===== src/monitor_pkg.sv =====
// shared constants, crc functions and link timing for the monitor frame protocol
package monitor_pkg;
  // frame geometry
  localparam int          FRAME_BITS   = 32;
  localparam int          PKT_BITS     = 64;
  localparam logic        DIR_WR       = 1'b0;
  localparam logic        DIR_RD       = 1'b1;
  // addressing
  localparam logic [4:0]  BCAST_ADDR   = 5'h1f;
  localparam logic [4:0]  DEV_ADDR_RST = 5'h00;
  localparam logic        PAGE_RST     = 1'b0;
  localparam logic        PAGE_CFG     = 1'b1;
  // device register addresses
  localparam logic [5:0]  REG_PAGE     = 6'h3f;
  localparam logic [5:0]  REG_DEVADDR  = 6'h3e;
  localparam logic [5:0]  REG_SWRST    = 6'h3d;
  localparam logic [5:0]  REG_LIFE     = 6'h3c;
  localparam logic [5:0]  PRIM_FIRST   = 6'h01;
  localparam logic [5:0]  PRIM_LAST    = 6'h08;
  localparam logic [5:0]  SEC_FIRST    = 6'h21;
  localparam logic [5:0]  SEC_LAST     = 6'h28;
  // crc polynomials
  localparam logic [11:0] CRC12_POLY   = 12'hb41;
  localparam logic [15:0] CRC16_POLY   = 16'hc86c;
  // link timing: the host divides its clock down to the link clock
  localparam int          CLK_NS       = 40;
  localparam int          LINK_CLK_NS  = 320;
  localparam int          HALF_CYC     = LINK_CLK_NS / CLK_NS / 2;
  // host controller register offsets
  localparam logic [4:0]  H_CMD        = 5'h00;
  localparam logic [4:0]  H_STATUS     = 5'h04;
  localparam logic [4:0]  H_RXHI       = 5'h08;
  localparam logic [4:0]  H_RXLO       = 5'h0c;
  localparam logic [4:0]  H_DATA       = 5'h10;

  // 12-bit crc, msb first, zero start, over header bits 31..12
  function automatic logic [11:0] crc12(input logic [19:0] d);
    logic [11:0] c;
    logic        fb;
    c = 12'h000;
    for (int i = 19; i >= 0; i--) begin
      fb = c[11] ^ d[i];
      c  = {c[10:0], 1'b0};
      if (fb) begin
        c = c ^ CRC12_POLY;
      end
    end
    return c;
  endfunction : crc12

  // 16-bit crc, msb first, zero start, over packet bits 63..16
  function automatic logic [15:0] crc16(input logic [47:0] d);
    logic [15:0] c;
    logic        fb;
    c = 16'h0000;
    for (int i = 47; i >= 0; i--) begin
      fb = c[15] ^ d[i];
      c  = {c[14:0], 1'b0};
      if (fb) begin
        c = c ^ CRC16_POLY;
      end
    end
    return c;
  endfunction : crc16
endpackage : monitor_pkg


===== src/monitor_link_if.sv =====
// serial link between host controller and monitor device
`timescale 1ns/1ps
interface monitor_link_if;
  logic sclk;     // link clock, made by the host
  logic cs_b;     // frame select, active low
  logic mosi;     // host to device data
  logic miso;     // device to host data

  modport dev (
    input  sclk,
    input  cs_b,
    input  mosi,
    output miso
  );

  modport host (
    output sclk,
    output cs_b,
    output mosi,
    input  miso
  );
endinterface : monitor_link_if


===== src/monitor_dev.sv =====
// device end: frame decode, register pages, result packets and id assignment
// Operation
// - register frames are 32 bits with five fields
// - fields: addr 31-27, dir 26, reg 25-20, data, crc
// - act only on good crc and matching address
// - registers paged; page zero after power-on
// - result packet 64 bits with fixed field layout
// - page zero results use one packet format
// - 12-bit crc 0xb41; bad-crc writes discarded
// - register replies carry freshly computed 12-bit crc
// - result packet carries 16-bit crc 0xc86c
// - host appends crc, checks reply crc
// - life counter increments per finished conversion
// - host tracks life counter per device
// - drained shift register returns zeros only
// - host treats all-zero packet as missed conversion
// - secondary data inverted, four leading zeros
// - host strips zeros and inverts secondary data
// - 5-bit ids, head programmed, followers incremented
// - id kept over soft reset
// - id zero after reset; broadcast never assigned
// - cells at 0x01-0x08 and 0x21-0x28
// - host confirms ids by register read
//
// Added by the designer: the plain strobed port and the placing of the registers.
`timescale 1ns/1ps
module monitor_dev
  import monitor_pkg::*;
(
  input  wire logic        clock_in,
  input  wire logic        rst_b_in,
  monitor_link_if.dev      link,
  input  wire logic [4:0]  chain_pos_in,
  input  wire logic        res_we_in,
  input  wire logic [3:0]  res_idx_in,
  input  wire logic [13:0] res_data_in,
  input  wire logic        conv_done_in,
  output logic      [4:0]  dev_id_out,
  output logic             page_out,
  output logic      [2:0]  life_out,
  output logic             frame_ok_out,
  output logic             frame_bad_out
);
  import monitor_pkg::*;

  typedef struct packed {
    logic             sck_s1;
    logic             sck_s2;
    logic             sck_s3;
    logic             cs_s1;
    logic             cs_s2;
    logic             cs_s3;
    logic             mosi_s1;
    logic             mosi_s2;
    logic [5:0]       nbits;
    logic [31:0]      rx;
    logic [63:0]      sh;
    logic [4:0]       id;
    logic             page;
    logic [2:0]       life;
    logic             fresh;
    logic             ok;
    logic             bad;
    logic [15:0][13:0] res;
  } dev_st_t;

  dev_st_t st_r;
  dev_st_t st_nxt;

  // decoded fields of the frame just received
  logic [4:0]  f_addr;
  logic        f_dir;
  logic [5:0]  f_reg;
  logic [7:0]  f_data;
  logic [11:0] f_crc;
  logic        sck_rise;
  logic        sck_fall;
  logic        cs_end;
  logic        cs_low;
  logic        crc_good;
  logic        addr_hit;
  logic        frame_ok;
  logic        is_result;
  logic [2:0]  ch_i;
  logic [2:0]  ch_j;
  logic [5:0]  chan2;
  logic [13:0] data1;
  logic [13:0] data2;
  logic [47:0] pkt_hi;
  logic [63:0] pkt;
  logic [7:0]  rd_byte;
  logic [19:0] rep_hdr;
  logic [4:0]  new_id;

  // field split of the received frame
  assign f_addr = st_r.rx[31:27];
  assign f_dir  = st_r.rx[26];
  assign f_reg  = st_r.rx[25:20];
  assign f_data = st_r.rx[19:12];
  assign f_crc  = st_r.rx[11:0];

  // link edges seen through the second and third sync stages only
  assign sck_rise = st_r.sck_s2 & ~st_r.sck_s3;
  assign sck_fall = ~st_r.sck_s2 & st_r.sck_s3;
  assign cs_end   = st_r.cs_s2 & ~st_r.cs_s3;
  assign cs_low   = ~st_r.cs_s2;

  // frame acceptance: exact length, crc and address
  assign crc_good = (crc12(st_r.rx[31:12]) == f_crc);
  assign addr_hit = (f_addr == st_r.id) || (f_addr == BCAST_ADDR);
  assign frame_ok = (st_r.nbits == 6'(FRAME_BITS)) && crc_good && addr_hit;

  // result channels live on the two cell address windows
  assign is_result = ((f_reg >= PRIM_FIRST) && (f_reg <= PRIM_LAST))
                  || ((f_reg >= SEC_FIRST) && (f_reg <= SEC_LAST));

  // channel pairing: requested channel and its neighbour, wrapping 8 to 1
  assign ch_i  = 3'(f_reg[3:0] - 4'h1);
  assign ch_j  = 3'(ch_i + 3'h1);
  assign chan2 = {f_reg[5:4], 4'({1'b0, ch_j} + 4'h1)};

  // secondary results are 10 bits; invert and pad to hide masquerade
  always_comb begin
    if (f_reg[5]) begin
      data1 = {4'h0, ~st_r.res[{1'b1, ch_i}][9:0]};
      data2 = {4'h0, ~st_r.res[{1'b1, ch_j}][9:0]};
    end else begin
      data1 = st_r.res[{1'b0, ch_i}];
      data2 = st_r.res[{1'b0, ch_j}];
    end
  end

  // result packet, same layout for both paths
  assign pkt_hi = {f_reg, st_r.life, chan2, data1, st_r.id, data2};
  assign pkt    = {pkt_hi, crc16(pkt_hi)};

  // register read reply contents
  always_comb begin
    unique case (f_reg)
      REG_PAGE:    rd_byte = {7'h00, st_r.page};
      REG_DEVADDR: rd_byte = {3'h0, st_r.id};
      REG_LIFE:    rd_byte = {5'h00, st_r.life};
      default:     rd_byte = 8'h00;
    endcase
  end
  assign rep_hdr = {st_r.id, DIR_RD, f_reg, rd_byte};

  // head takes the programmed id, followers add their chain position
  assign new_id = 5'(f_data[4:0] + chain_pos_in);

  // next-state logic
  always_comb begin
    st_nxt         = st_r;
    st_nxt.sck_s1  = link.sclk;
    st_nxt.sck_s2  = st_r.sck_s1;
    st_nxt.sck_s3  = st_r.sck_s2;
    st_nxt.cs_s1   = link.cs_b;
    st_nxt.cs_s2   = st_r.cs_s1;
    st_nxt.cs_s3   = st_r.cs_s2;
    st_nxt.mosi_s1 = link.mosi;
    st_nxt.mosi_s2 = st_r.mosi_s1;
    st_nxt.ok      = 1'b0;
    st_nxt.bad     = 1'b0;

    // result capture from the measurement side
    if (res_we_in) begin
      st_nxt.res[res_idx_in] = res_data_in;
    end
    // a finished conversion bumps the counter and arms the next readback
    if (conv_done_in) begin
      st_nxt.life = 3'(st_r.life + 3'h1);
    end
    st_nxt.fresh = st_r.fresh | conv_done_in;

    // sample on rising, advance on falling; the bit count saturates
    if (cs_low && sck_rise) begin
      st_nxt.rx = {st_r.rx[30:0], st_r.mosi_s2};
      if (st_r.nbits != 6'h3f) begin
        st_nxt.nbits = 6'(st_r.nbits + 6'h01);
      end
    end
    // zero fill behind the outgoing bits; the last fall arrives with the select
    // release, so the frame counts as open while the delayed stage is still low
    if (!st_r.cs_s3 && sck_fall) begin
      st_nxt.sh = {st_r.sh[62:0], 1'b0};
    end

    // frame end: decode and act
    if (cs_end) begin
      st_nxt.nbits = 6'h00;
      st_nxt.ok    = frame_ok;
      st_nxt.bad   = ~frame_ok;
      if (frame_ok) begin
        if (f_dir == DIR_WR) begin
          unique case (f_reg)
            REG_PAGE: begin
              st_nxt.page = f_data[0];
            end
            REG_DEVADDR: begin
              // config page only; never take the broadcast value
              if (st_r.page == PAGE_CFG && new_id != BCAST_ADDR) begin
                st_nxt.id = new_id;
              end
            end
            REG_SWRST: begin
              // soft reset clears page, fresh flag and shift register but keeps the id and stored results
              st_nxt.page  = PAGE_RST;
              st_nxt.fresh = conv_done_in;
              st_nxt.sh    = '0;
            end
            default: begin
              // other writes leave the outgoing shift register running
            end
          endcase
        end else if (st_r.page == PAGE_RST && is_result) begin
          // stale results read back as all zeros, crc field included
          st_nxt.sh    = st_r.fresh ? pkt : '0;
          st_nxt.fresh = conv_done_in;
        end else begin
          st_nxt.sh = {rep_hdr, crc12(rep_hdr), 32'h0};
        end
      end
    end
  end

  // state register; pin reset drops id to zero and page to zero
  always_ff @(posedge clock_in) begin
    if (!rst_b_in) begin
      st_r <= '0;
      // select sync starts deselected so no false frame end follows reset
      st_r.cs_s1 <= 1'b1;
      st_r.cs_s2 <= 1'b1;
      st_r.cs_s3 <= 1'b1;
    end else begin
      st_r <= st_nxt;
    end
  end

  assign link.miso     = st_r.sh[63];
  assign dev_id_out    = st_r.id;
  assign page_out      = st_r.page;
  assign life_out      = st_r.life;
  assign frame_ok_out  = st_r.ok;
  assign frame_bad_out = st_r.bad;
endmodule : monitor_dev


===== src/flat_wrapper.sv =====
// flat-port wrapper written by rule: the top's interface ports become plain ports
module monitor_dev_flat import monitor_pkg::*;
  (clock_in, rst_b_in, chain_pos_in, res_we_in, res_idx_in, res_data_in, conv_done_in, dev_id_out, page_out, life_out, frame_ok_out, frame_bad_out, link_sclk, link_cs_b, link_mosi, link_miso);
  monitor_link_if link_i ();
  input  wire logic clock_in;
  input  wire logic rst_b_in;
  input  wire logic [4:0] chain_pos_in;
  input  wire logic res_we_in;
  input  wire logic [3:0] res_idx_in;
  input  wire logic [13:0] res_data_in;
  input  wire logic conv_done_in;
  output logic      [4:0] dev_id_out;
  output logic page_out;
  output logic      [2:0] life_out;
  output logic frame_ok_out;
  output logic frame_bad_out;
  input wire logic [$bits(link_i.sclk)-1:0] link_sclk;
  input wire logic [$bits(link_i.cs_b)-1:0] link_cs_b;
  input wire logic [$bits(link_i.mosi)-1:0] link_mosi;
  output wire logic [$bits(link_i.miso)-1:0] link_miso;
  assign link_i.sclk = link_sclk;
  assign link_i.cs_b = link_cs_b;
  assign link_i.mosi = link_mosi;
  assign link_miso = link_i.miso;
  monitor_dev u_core (.clock_in(clock_in), .rst_b_in(rst_b_in), .link(link_i), .chain_pos_in(chain_pos_in), .res_we_in(res_we_in), .res_idx_in(res_idx_in), .res_data_in(res_data_in), .conv_done_in(conv_done_in), .dev_id_out(dev_id_out), .page_out(page_out), .life_out(life_out), .frame_ok_out(frame_ok_out), .frame_bad_out(frame_bad_out));
endmodule

===== config.mk =====
export PLATFORM = sky130hd
export DESIGN_NAME = monitor_dev_flat
export DESIGN_NICKNAME = d
export VERILOG_FILES = /design/src/monitor_pkg.sv /design/src/monitor_link_if.sv /design/src/monitor_dev.sv /design/src/flat_wrapper.sv
export SDC_FILE = /design/constraint.sdc
export NUM_CORES = 1
export LEC_CHECK = 0
export BUFFER_PORTS_ARGS = -buffer_cell sky130_fd_sc_hd__buf_4
export CAP_MARGIN = 20
export CORE_MARGIN = 4
export CORE_UTILIZATION = 33
export CTS_CLUSTER_DIAMETER = 40
export DETAILED_ROUTE_END_ITERATION = 12
export PLACE_DENSITY = 0.44
export SLEW_MARGIN = 20
export SYNTH_ARGS = -nofsm -noshare
export SYNTH_HDL_FRONTEND = slang
export SYNTH_SLANG_ARGS = --single-unit

===== constraint.sdc =====
create_clock -name clock_in -period 9.2 [get_ports clock_in]
set_input_delay 1.84 -clock clock_in [delete_from_list [all_inputs] [get_ports clock_in]]
set_output_delay 1.84 -clock clock_in [all_outputs]
set_load 0.02 [all_outputs]

== Yosys cells after proc, flatten, opt, wreduce, memory -nomap -nowiden ==
Cells that the tools add are included.

* Word-level logic and storage cells: 454
* Input port bits: 30
* Register bits after elaboration: 346

* $lt $le $gt $ge: 10
* Reduce and logical (&&, ||, !) cells: 18
* Add/subtract/negate cells: 6
* Mux-type cells: 194
* Bitwise operators: 183
* Equality and inequality tests: 10

{| class="wikitable"
|+ Operators with widths
! cell !! number
|-
| $mux W12 || 116
|-
| $mux W16 || 48
|-
| $not A7 Y7 || 47
|-
| $mux W64 || 5
|-
| $bwmux W224 || 1
|-
| $not A5 Y5 || 38
|-
| $bmux W14 S3 || 4
|-
| $mux W70 || 2
|-
| $xor A1 B1 Y1 || 81
|-
| $mux W14 || 5
|-
| $demux W14 S4 || 1
|-
| $eq A6 B6 Y1 const B || 5
|-
| $mux W10 || 2
|-
| $not A10 Y10 || 2
|-
| $lt A4 B5 Y1 const B || 3
|-
| $pmux W5 S3 || 1
|-
| $eq A12 B12 Y1 || 1
|-
| $lt A3 B5 Y1 const B || 2
|-
| $mux W5 || 2
|-
| $logic_and A1 B1 Y1 || 9
|-
| $not A1 Y1 || 8
|-
| $add A3 B1 Y3 const B || 2
|-
| $add A6 B1 Y6 const B || 1
|-
| $ge A6 B1 Y1 const B || 1
|-
| other kinds (25) || 34
|}

== Logic depth before layout (Yosys ltp) ==
Gate-level depths: netlist (run 1).

* Word-level depth: 158
* Depth in mapped cells: 25
* Gate-level depth less buffers: 16

== Worst setup path after synthesis (run 1) ==
OpenSTA, ideal clock, no wires.

* Path type: flip-flop to flip-flop
* Start: register u_core.st_r, in the netlist u_core.chan2[5]
* End: register u_core.st_r[248] (netlist name)
* Cell stages (with the launch flop): 19
* Data arrival time: 6091 ps
* Period minus slack after synthesis: 6215 ps
* Required time: 9075 ps
* Path slack: 2985 ps
* Path buffers: 3
* Library setup time: 125 ps
* Path through: dfxtp_1 buf_2 inv_1 clkbuf_1 buf_1 ha_1 xnor2_1 xor2_1 xnor2_2 xnor3_1 xnor2_1 xnor3_1 xnor3_2 xor2_2 xnor3_1 xor2_1 xor3_2 xnor3_1 o2bb2ai_1

* Longest elaborated chain between the ends: 99
* Elaborated cells between the ends (all ways): 201

{| class="wikitable"
|+ RTL lines
! element !! line !! text
|-
| start: declaration || monitor_dev.sv:67 || <nowiki>dev_st_t st_r;</nowiki>
|-
| start signal: assignment || monitor_dev.sv:235 || <nowiki>st_r <= st_nxt;</nowiki>
|-
| $mux W16 || monitor_pkg.sv:59 || <nowiki>if (fb) begin</nowiki>
|-
| $xor A1 B1 Y1 or $not A7 Y7 (tied branches) || n/a ||
|-
| $mux W16 || monitor_pkg.sv:59 ||
|-
| $xor A1 B1 Y1 or $not A7 Y7 (tied branches) || n/a ||
|-
| $mux W16 || monitor_pkg.sv:59 ||
|-
| $xor A1 B1 Y1 or $not A7 Y7 (tied branches) || n/a ||
|-
| $mux W16 || monitor_pkg.sv:59 ||
|-
| $xor A1 B1 Y1 or $not A7 Y7 (tied branches) || n/a ||
|-
| [... 82 more ...] || n/a ||
|-
| $mux W16 || monitor_pkg.sv:59 ||
|-
| $xor A1 B1 Y1 || monitor_pkg.sv:57 || <nowiki>fb = c[15] ^ d[i];</nowiki>
|-
| $mux W16 (2 in a row) || monitor_pkg.sv:59 ||
|-
| $mux W64 || monitor_dev.sv:217 || <nowiki>st_nxt.sh = st_r.fresh ? pkt : '0;</nowiki>
|-
| $mux W64 || monitor_dev.sv:215 || <nowiki>end else if (st_r.page == PAGE_RST && is_result) begin</nowiki>
|-
| $mux W64 || monitor_dev.sv:194 || <nowiki>if (f_dir == DIR_WR) begin</nowiki>
|-
| $mux W70 (*) || monitor_dev.sv:193 || <nowiki>if (frame_ok) begin</nowiki>
|-
| $mux W70 (*) || monitor_dev.sv:189 || <nowiki>if (cs_end) begin</nowiki>
|}

Mark *: on every way between the ends. The rest lies on a longest branch, timed or not.
A chain may end at the register's enable or synchronous reset.

== Worst setup path in the final report (run 1) ==
* Start: register u_core.st_r, in the netlist u_core.f_reg[1]
* End: register u_core.st_r[248] (netlist name)

* Longest elaborated chain between the ends: 92
* Elaborated cells between the ends (all ways): 191

{| class="wikitable"
|+ RTL lines
! element !! line
|-
| $xor A1 B1 Y1 || monitor_pkg.sv:57
|-
| $mux W16 || monitor_pkg.sv:59
|-
| $xor A1 B1 Y1 or $not A7 Y7 (tied branches) || n/a
|-
| $mux W16 || monitor_pkg.sv:59
|-
| $xor A1 B1 Y1 or $not A7 Y7 (tied branches) || n/a
|-
| $mux W16 || monitor_pkg.sv:59
|-
| $xor A1 B1 Y1 or $not A7 Y7 (tied branches) || n/a
|-
| $mux W16 || monitor_pkg.sv:59
|-
| [... 75 more ...] || n/a
|-
| $mux W16 || monitor_pkg.sv:59
|-
| $xor A1 B1 Y1 || monitor_pkg.sv:57
|-
| $mux W16 (2 in a row) || monitor_pkg.sv:59
|-
| $mux W64 || monitor_dev.sv:217
|-
| $mux W64 || monitor_dev.sv:215
|-
| $mux W64 || monitor_dev.sv:194
|-
| $mux W70 (*) || monitor_dev.sv:193
|-
| $mux W70 (*) || monitor_dev.sv:189
|}

Mark *: on every way between the ends. The rest lies on a longest branch, timed or not. The select of a mux whose other input is x is not followed.

==> results.md, run 1 <==
- The run finished with clean final reports.
- Dividing total power by cell area gives a power density of 578 nW/um2.
- The initial utilization of the core area, before any placement, comes to 33.5%.
- The cell type with the largest total area after synthesis is sky130_fd_sc_hd__dfxtp_1.
- The max-slew headroom at the worst pin is 28.9%.
- Entering global routing, the biggest net connects 164 pins.
- The count of placed standard cells in the final layout, fillers left out is 2,918.
- The post-CTS setup buffer count is 0.
- The total overflow left after global routing is 0.
- The number of hold buffers added after CTS was 0.
- After routing the design area is 23,100 um2.
- The area of the die is 64,400 um2.
- Hold is met by 408 ps.
- The fraction of the cycle the final worst path needs is 80.5%.
- The type of the most critical hold path is register to register.
- The transition time of the tightest slew-check pin is 1070 ps.
- The die span in x is 254 um.
- Ranked by total cell area, the synthesized netlist is headed by sky130_fd_sc_hd__dfxtp_1 32%, sky130_fd_sc_hd__mux2i_1 9.1%, sky130_fd_sc_hd__xnor2_1 7.9%.
- The cell area after placement is 20,800 um2.
- The data arrival time of the critical path is 7840 ps.
- The vertical die dimension is 254 um.
- During I/O placement, the number of pins put on the boundary was 42.
- Detailed placement finished with a half-perimeter wire length of 43,600 um.
- The data required time of the critical path is 9640 ps.
- The final layout contains 2,143 nets.
- For the finished layout, the period the worst path requires is 7410 ps.
- The first-pass GRT wire length is 97,200 um.
- The share of the yosys chip area belonging to registers is 31.5%.
- The standby leakage power is 0.00832 uW.
- The net count of the mapped netlist is 2,165.
- The biggest fanout along the worst timing path is 51.
- After synthesis the netlist holds a flip-flop and latch count of 314.
- The number of standard-cell rows in the floorplan is 89.
- The tool flagged a number of max-cap violations equal to 0.
- The endpoint class of the critical path is a register.
- The synthesized area per cell is 9.42 um2.
- Ranked by flip-flop count, first place goes to u_core.st_r.
- Among all flip-flop cells after synthesis, the most frequent one is sky130_fd_sc_hd__dfxtp_1.
- The number of buffer cells added on primary ports is 41.
- Cells with a size suffix above 1 make up 16.0% of the layout.
- The number of antenna violations at the first check in global routing is 1.
- The routability congestion estimate from global placement is 0.830.
- The critical path in this run is classified as register to register.
- Based on the critical path, the design can be clocked at up to 135 MHz.
- The clock tree synthesis step divided the H-tree into 3 levels.
- Setup repair after global routing left no endpoint under its margin.
- Dividing the detail-routed wire length by the instance count gives 21.9 um.
- The first-pass iteration count of the detailed router is 5.
- The CTS tree is done.
- The clock-pin slew on the worst setup and hold paths is 50 ps.
- The routed design has 63,900 um of wire.
- The Yosys step of the flow raised 0 warnings.
- Gates resized during post-CTS repair numbered 0.
- The tree built by TritonCTS fans out to 314 sinks.
- The number of global-route vias before repair came to 15,400.
- The layout has 5,944 filler cells.
- The number of pins with negative max-slew slack in the final report came to 0.
- The clock passes through at most 3 buffers.
- Summing all multi-input logic gate instances after layout gives 12,900 um2.
- The core outline area is 59,500 um2.
- The register area is 6290 um2.
- The number of setup violations in the final report is 0.
- Once placement completed, the tool counted placed cells totaling 2,798.
- After detailed routing, the number of remaining DRC violations is 0.
- The detailed-route vias per instance is 5.27.
- The unique cell type count in the Yosys netlist is 76.
- The top cell type by area accounts for 31.5% of the synthesized area.
- For this block, the initial DRC count from the detailed router was 893.
- The detailed router placed 15,400 vias in this run.
- The synthesis-to-finish area growth is 15.9%.
- TritonCTS created 68 clock buffers.
- The nature of the critical path startpoint is a register.
- The final core area utilization is 38.9%.
- The post-route setup TNS is 0 ps.
- At the later pin of the worst-skew pair, clock insertion delay measures 600 ps.
- Across every metal layer, demand over resource in global routing totals 19.8%.
- Counting flops with a built-in enable in the synthesized netlist gives 0.
- The clock root buffer is sky130_fd_sc_hd__clkbuf_16.
- The peak supply drop is 1.63 mV.
- The cell area after synthesis is 19,900 um2.
- The fraction of registers with async set or reset after synthesis is 0%.
- After technology mapping, the gate count stands at 2,117.
- The number of diodes added for antenna fixing is 0.
- The detail route stage leaves a number of antenna-violating nets equal to 0.
- The number of endpoints with negative hold slack in the final report is 0.
- The final setup skew is 33.3 ps.
- The flip-flop count of the largest register, all copies and words added is 265.
layout make-up:
cell class              count  area share (%)
flip-flops and latches    314            27.2
well taps                 773            4.18
clock inverters            34            1.93
multi-input cells        1619            55.7
inverters                  21           0.384
clock buffers              86            8.18
repair buffers             71            2.36
layer usage:
metal / global-route usage (%) / up-vias / wire (um)
met1: 26.1 / 7572 / 28000
met4: 7.16 / 2 / 2350
met5: 0 / - / 18
met3: 3.82 / 133 / 3300
met2: 32.7 / 397 / 30200
li1: - / 7275 / -
synthesized netlist by cell type, types with 13 or more instances:
master	count
sky130_fd_sc_hd__a21oi_1	186
sky130_fd_sc_hd__a22oi_1	17
sky130_fd_sc_hd__and2_1	14
sky130_fd_sc_hd__buf_2	21
sky130_fd_sc_hd__buf_4	15
sky130_fd_sc_hd__clkbuf_1	107
sky130_fd_sc_hd__dfxtp_1	314
sky130_fd_sc_hd__ha_1	17
sky130_fd_sc_hd__inv_1	18
sky130_fd_sc_hd__mux2_2	18
sky130_fd_sc_hd__mux2i_1	182
sky130_fd_sc_hd__mux4_2	65
sky130_fd_sc_hd__nand2_1	383
sky130_fd_sc_hd__nand3_1	22
sky130_fd_sc_hd__nor2_1	176
sky130_fd_sc_hd__nor3_1	19
sky130_fd_sc_hd__o21ai_0	23
sky130_fd_sc_hd__o22a_1	26
sky130_fd_sc_hd__o22ai_1	29
sky130_fd_sc_hd__xnor2_1	181
sky130_fd_sc_hd__xnor2_2	15
sky130_fd_sc_hd__xnor3_1	48
sky130_fd_sc_hd__xnor3_2	13
sky130_fd_sc_hd__xor2_1	53
metrics by stage:
| step | worst slack [ps] | total power (uW) |
|---|---|---|
| floorplan | 2980 | 9960 |
| global placement | 1670 | 11000 |
| detailed placement | 1710 | 10900 |
| CTS | 1710 | 13500 |
| global route | 1360 | 13800 |
| finish | 1790 | 13400 |
final timing paths:
path,startpoint,endpoint,slack (ps),cells after the start
hold reg to reg,u_core.st_nxt[341],u_core.st_nxt[340],410,1
setup reg to reg,u_core.f_reg[1],u_core.st_r[248],1790,17
hold / removal,u_core.st_nxt[341],u_core.st_nxt[340],410,1
setup / recovery,u_core.f_reg[1],u_core.st_r[248],1790,17
power breakdown:
group / total (uW) / internal (uW) / switching (uW)
Clock: 2480 / 1660 / 825
Combinational: 9480 / 5590 / 3890
Sequential: 1390 / 1380 / 13.6
worst max-delay path, stage by stage (launching register included):
cell and delay (ps):
sky130_fd_sc_hd__dfxtp_1 650, sky130_fd_sc_hd__inv_1 240, sky130_fd_sc_hd__ha_4 830, sky130_fd_sc_hd__buf_4 750, sky130_fd_sc_hd__mux2_2 430, sky130_fd_sc_hd__mux2i_1 140, sky130_fd_sc_hd__o22ai_1 130, sky130_fd_sc_hd__a31oi_4 390
sky130_fd_sc_hd__xnor3_2 570, sky130_fd_sc_hd__xnor2_4 180, sky130_fd_sc_hd__xnor2_2 360, sky130_fd_sc_hd__xnor3_1 460, sky130_fd_sc_hd__xnor3_2 480, sky130_fd_sc_hd__xnor2_4 190, sky130_fd_sc_hd__xnor2_2 400, sky130_fd_sc_hd__xor3_2 580
sky130_fd_sc_hd__xnor3_1 350, sky130_fd_sc_hd__o2bb2ai_1 130
kinds of logic (layout without fill, tap and decap cells):
kind of cell,Yosys count,after routing,synth area share [%]
compound gates,338,338,10.6
xor+xnor,334,334,21.2
fa+ha+maj,18,18,1.17
buf+inv,184,212,4.25
flops,314,314,31.5
mux,266,266,17.5
simple gates,663,663,13.7
layout by cell type, fill, tap and decap left out, types with 15 or more instances in the layout:
cell                        count
sky130_fd_sc_hd__a21oi_1      186
sky130_fd_sc_hd__a22oi_1       17
sky130_fd_sc_hd__buf_4         70
sky130_fd_sc_hd__clkbuf_16     70
sky130_fd_sc_hd__dfxtp_1      311
sky130_fd_sc_hd__ha_1          16
sky130_fd_sc_hd__inv_1         18
sky130_fd_sc_hd__mux2_2        18
sky130_fd_sc_hd__mux2i_1      182
sky130_fd_sc_hd__mux4_2        65
sky130_fd_sc_hd__nand2_1      383
sky130_fd_sc_hd__nand3_1       22
sky130_fd_sc_hd__nor2_1       172
sky130_fd_sc_hd__nor3_1        15
sky130_fd_sc_hd__o21ai_0       23
sky130_fd_sc_hd__o22a_1        26
sky130_fd_sc_hd__o22ai_1       29
sky130_fd_sc_hd__xnor2_1      181
sky130_fd_sc_hd__xnor2_2       15
sky130_fd_sc_hd__xnor3_1       48
sky130_fd_sc_hd__xor2_1        53
(Power assumes the default switching activity.)
==> inputs of run 2 (changes only) <==
--- a/config.mk
+++ b/config.mk
@@ -11,7 +11,7 @@
 export CORE_UTILIZATION = 33
 export CTS_CLUSTER_DIAMETER = 40
 export DETAILED_ROUTE_END_ITERATION = 12
-export PLACE_DENSITY = 0.44
+export PLACE_DENSITY = 0.46
 export SLEW_MARGIN = 20
 export SYNTH_ARGS = -nofsm -noshare
 export SYNTH_HDL_FRONTEND = slang
==> constraint.sdc (replaced) <==
create_clock -name clock_in -period 6 [get_ports clock_in]
set_input_delay 1.2 -clock clock_in [delete_from_list [all_inputs] [get_ports clock_in]]
set_output_delay 1.2 -clock clock_in [all_outputs]
set_load 0.02 [all_outputs]
==> run 2 against run 1 <==
  * Fmax grew 27%
  * Global-route usage decreased by 0.51 points
  * Routed wire length decreased by 0.47%
  * Power grew 38%
  * Worst setup slack got worse by 1600 ps
  * Critical endpoint unchanged
  * Largest power group unchanged
==> results.md, run 2 (synthesis results as in run 1) <==
- The worst hold path begins at u_core.st_nxt[341].
- Setup violations remaining at the end of the flow were counted as 0.
- The number of pins with negative max-slew slack in the final report is 0.
- The final-stage net count is 2,208.
- The power density over cell area is 779 nW/um2.
- Hold is met by 441 ps.
- The biggest fanout along the worst timing path is 10.
- In the final routed layout, each cell accounts on average for 21.3 um.
- The post-route cell area is 23,600 um2.
- Timing would allow up to 172 MHz.
- The number of fill cells is 5,951.
- The CTS tree is done.
- The vertical die dimension is 254 um.
- VDD sags by at most 2.48 mV.
- The flow ran to the end, and the final reports show no timing, DRC or antenna violations.
- For this run, the total global-route usage over all layers was measured as 19.3%.
- The total CTS buffers is 58.
- The total area of multi-input combinational cells is 13,000 um2.
- Before CTS, the worst setup slack after placement is -17.9 ps.
- Overall power consumption after layout is estimated at 18,400 uW.
- The max-cap check violation count is 0.
- The analysis attributes to cell leakage a power of 0.00859 uW.
- The type of the most critical hold path is register to register.
- At the end of routability-driven placement, the weighted congestion stood at 0.884.
- The region available for standard cell placement spans 59,500 um2.
- In the layout the commonest cells are 382 x sky130_fd_sc_hd__nand2_1, 312 x sky130_fd_sc_hd__dfxtp_1, 185 x sky130_fd_sc_hd__a21oi_1.
- The library cell used most frequently in the layout, excluding fill and tap cells, is sky130_fd_sc_hd__nand2_1.
- The number of diodes added for antenna fixing is 0.
- The clock tree buffer depth is 3.
- The switching power of the nets is 6730 uW.
- The routed length on met1 is 29,000 um.
- At the pin with the least slew margin, the transition time is 1070 ps.
- The fraction of power spent switching nets is 36.6%.
- The clock root buffer is sky130_fd_sc_hd__clkbuf_16.
- The number of routed nets with antenna violations is 0.
- The routed wire length is 63,600 um.
- STA classifies the critical path startpoint as a register.
- The flip-flop count of the largest register, all copies and words added is 265.
- The post-route setup TNS is 0 ps.
- Global routing finished with a remaining overflow of 0.
- The number of I/O pins is 42.
- The initial standard-cell utilization of the core is 33.5%.
- The first TritonRoute pass finished after 5 iterations.
- The max-slew headroom at the worst pin is 28.5%.
- The clock power share is 18.5%.
- The worst register-to-register path begins at u_core.f_reg[1].
- Entering global routing, the biggest net connects 145 pins.
- The register area is 6290 um2.
- After detailed placement, the total cell area comes to 21,300 um2.
- The die covers 64,400 um2.
- The clock-pin slew on the worst setup and hold paths is 50 ps.
- The worst setup path category is register to register.
- The total internal power is 11,700 uW.
- The share of final-layout standard cells stronger than drive strength 1 is 19.4%.
- The portion of total power attributed to sequential cells is 11.6%.
- The number of antenna violations at the first check in global routing is 0.
- The relative contribution of combinational cells to total power is 69.9%.
- The total via count in the routed design is 15,400.
- After detailed routing, the number of vias per cell comes to 5.16.
- The shortest clock period the worst path allows after layout is 5820 ps.
- Clock latency on the worst-skew pair, taken at its later pin, is 620 ps.
- The synthesis-to-finish area growth is 18.6%.
- After floorplanning, the core was divided into 89 placement rows.
- The data required time of the critical path is 6460 ps.
- The top metal layer carrying routed signals is met4.
- For this block, the initial DRC count from the detailed router was 930.
- The worst-case setup margin in the final layout is 178 ps.
- The most critical setup path has its startpoint at u_core.f_reg[1].
- For this run, design rule violations remaining after detail routing come to 0.
- The final HPWL from detailed placement is 44,300 um.
- The die span in x is 254 um.
- The met2 wire length is 30,400 um.
- The number of buffer cells added on primary ports is 41.
- The sink count of the clock tree is 314.
- The final setup skew is 45.2 ps.
- The number of endpoints with negative hold slack in the final report is 0.
- The clock tree synthesis step divided the H-tree into 2 levels.
- The endpoint class of the critical path is a register.
- Wire segments on met3 add up to 2590 um in the final route.
- The first-pass GRT wire length is 95,900 um.
- The fraction of the cycle the final worst path needs is 97.0%.
- u_core.st_r holds more flip-flops than any other register.
- The number of global-route vias before repair is 15,300.
- At the worst endpoint, the arrival time is 6280 ps.
==> run 2: critical path, cell delays in order (launching register included) <==
cell and delay [ps]:
sky130_fd_sc_hd__dfxtp_1 300, sky130_fd_sc_hd__inv_1 180, sky130_fd_sc_hd__ha_4 250, sky130_fd_sc_hd__buf_12 140, sky130_fd_sc_hd__inv_4 130, sky130_fd_sc_hd__buf_12 190
sky130_fd_sc_hd__mux4_2 540, sky130_fd_sc_hd__o32ai_1 130, sky130_fd_sc_hd__a41o_2 290, sky130_fd_sc_hd__xnor2_4 150, sky130_fd_sc_hd__xnor2_4 280, sky130_fd_sc_hd__xnor3_1 500
sky130_fd_sc_hd__xnor3_2 460, sky130_fd_sc_hd__xnor3_2 480, sky130_fd_sc_hd__xnor3_1 450, sky130_fd_sc_hd__xnor3_1 370, sky130_fd_sc_hd__xor3_2 300, sky130_fd_sc_hd__xnor3_1 370
sky130_fd_sc_hd__o2bb2ai_1 130
==> run 2: area by class of cell <==
cell class                 count  share of cell area [%]
sequential                   314                    26.6
clock buffer                  75                    7.01
tap                          773                    4.09
timing repair buffer         146                    5.20
inverter                      21                   0.376
multi-input combinational   1619                    55.0
clock inverter                33                    1.73
==> run 2: stage by stage <==
step / utilization (%) / std cells
final: 39.8 / 2981
after global placement: 35.8 / 2855
after floorplan: - / 2117
after CTS: 39.3 / 2964
after global routing: 39.8 / 2981
after detailed placement: 35.8 / 2855
==> run 2: worst paths after layout <==
kind	to	slack, ps	cells after the start
worst max register to register	u_core.st_r[248]	180	18
worst min-delay path	u_core.st_nxt[340]	440	1
worst max-delay path	u_core.st_r[248]	180	18
worst min register to register	u_core.st_nxt[340]	440	1
==> run 2: routing by layer <==
layer | vias up | global-route usage [%]
met5 | - | 0
met4 | 0 | 5.44
met3 | 92 | 2.46
met2 | 345 | 32.1
met1 | 7530 | 26.6
li1 | 7404 | -
==> run 2: power by group through the flow <==
stage               Combinational [uW]  Sequential (uW)  Clock (uW)
floorplan                        11700             2160           0
global placement                 13000             2170           0
detailed placement               12900             2170           0
CTS                              12900             2130        3480
global route                     13100             2130        3580
finish                           12900             2130        3410
==> run 2: repair_timing <==
item,4_1_cts,5_1_grt
pin swaps,1,6
gates cloned,0,1
setup endpoints to repair,1,7
resized for setup,1,23
hold buffers,0,0
setup buffers,1,16
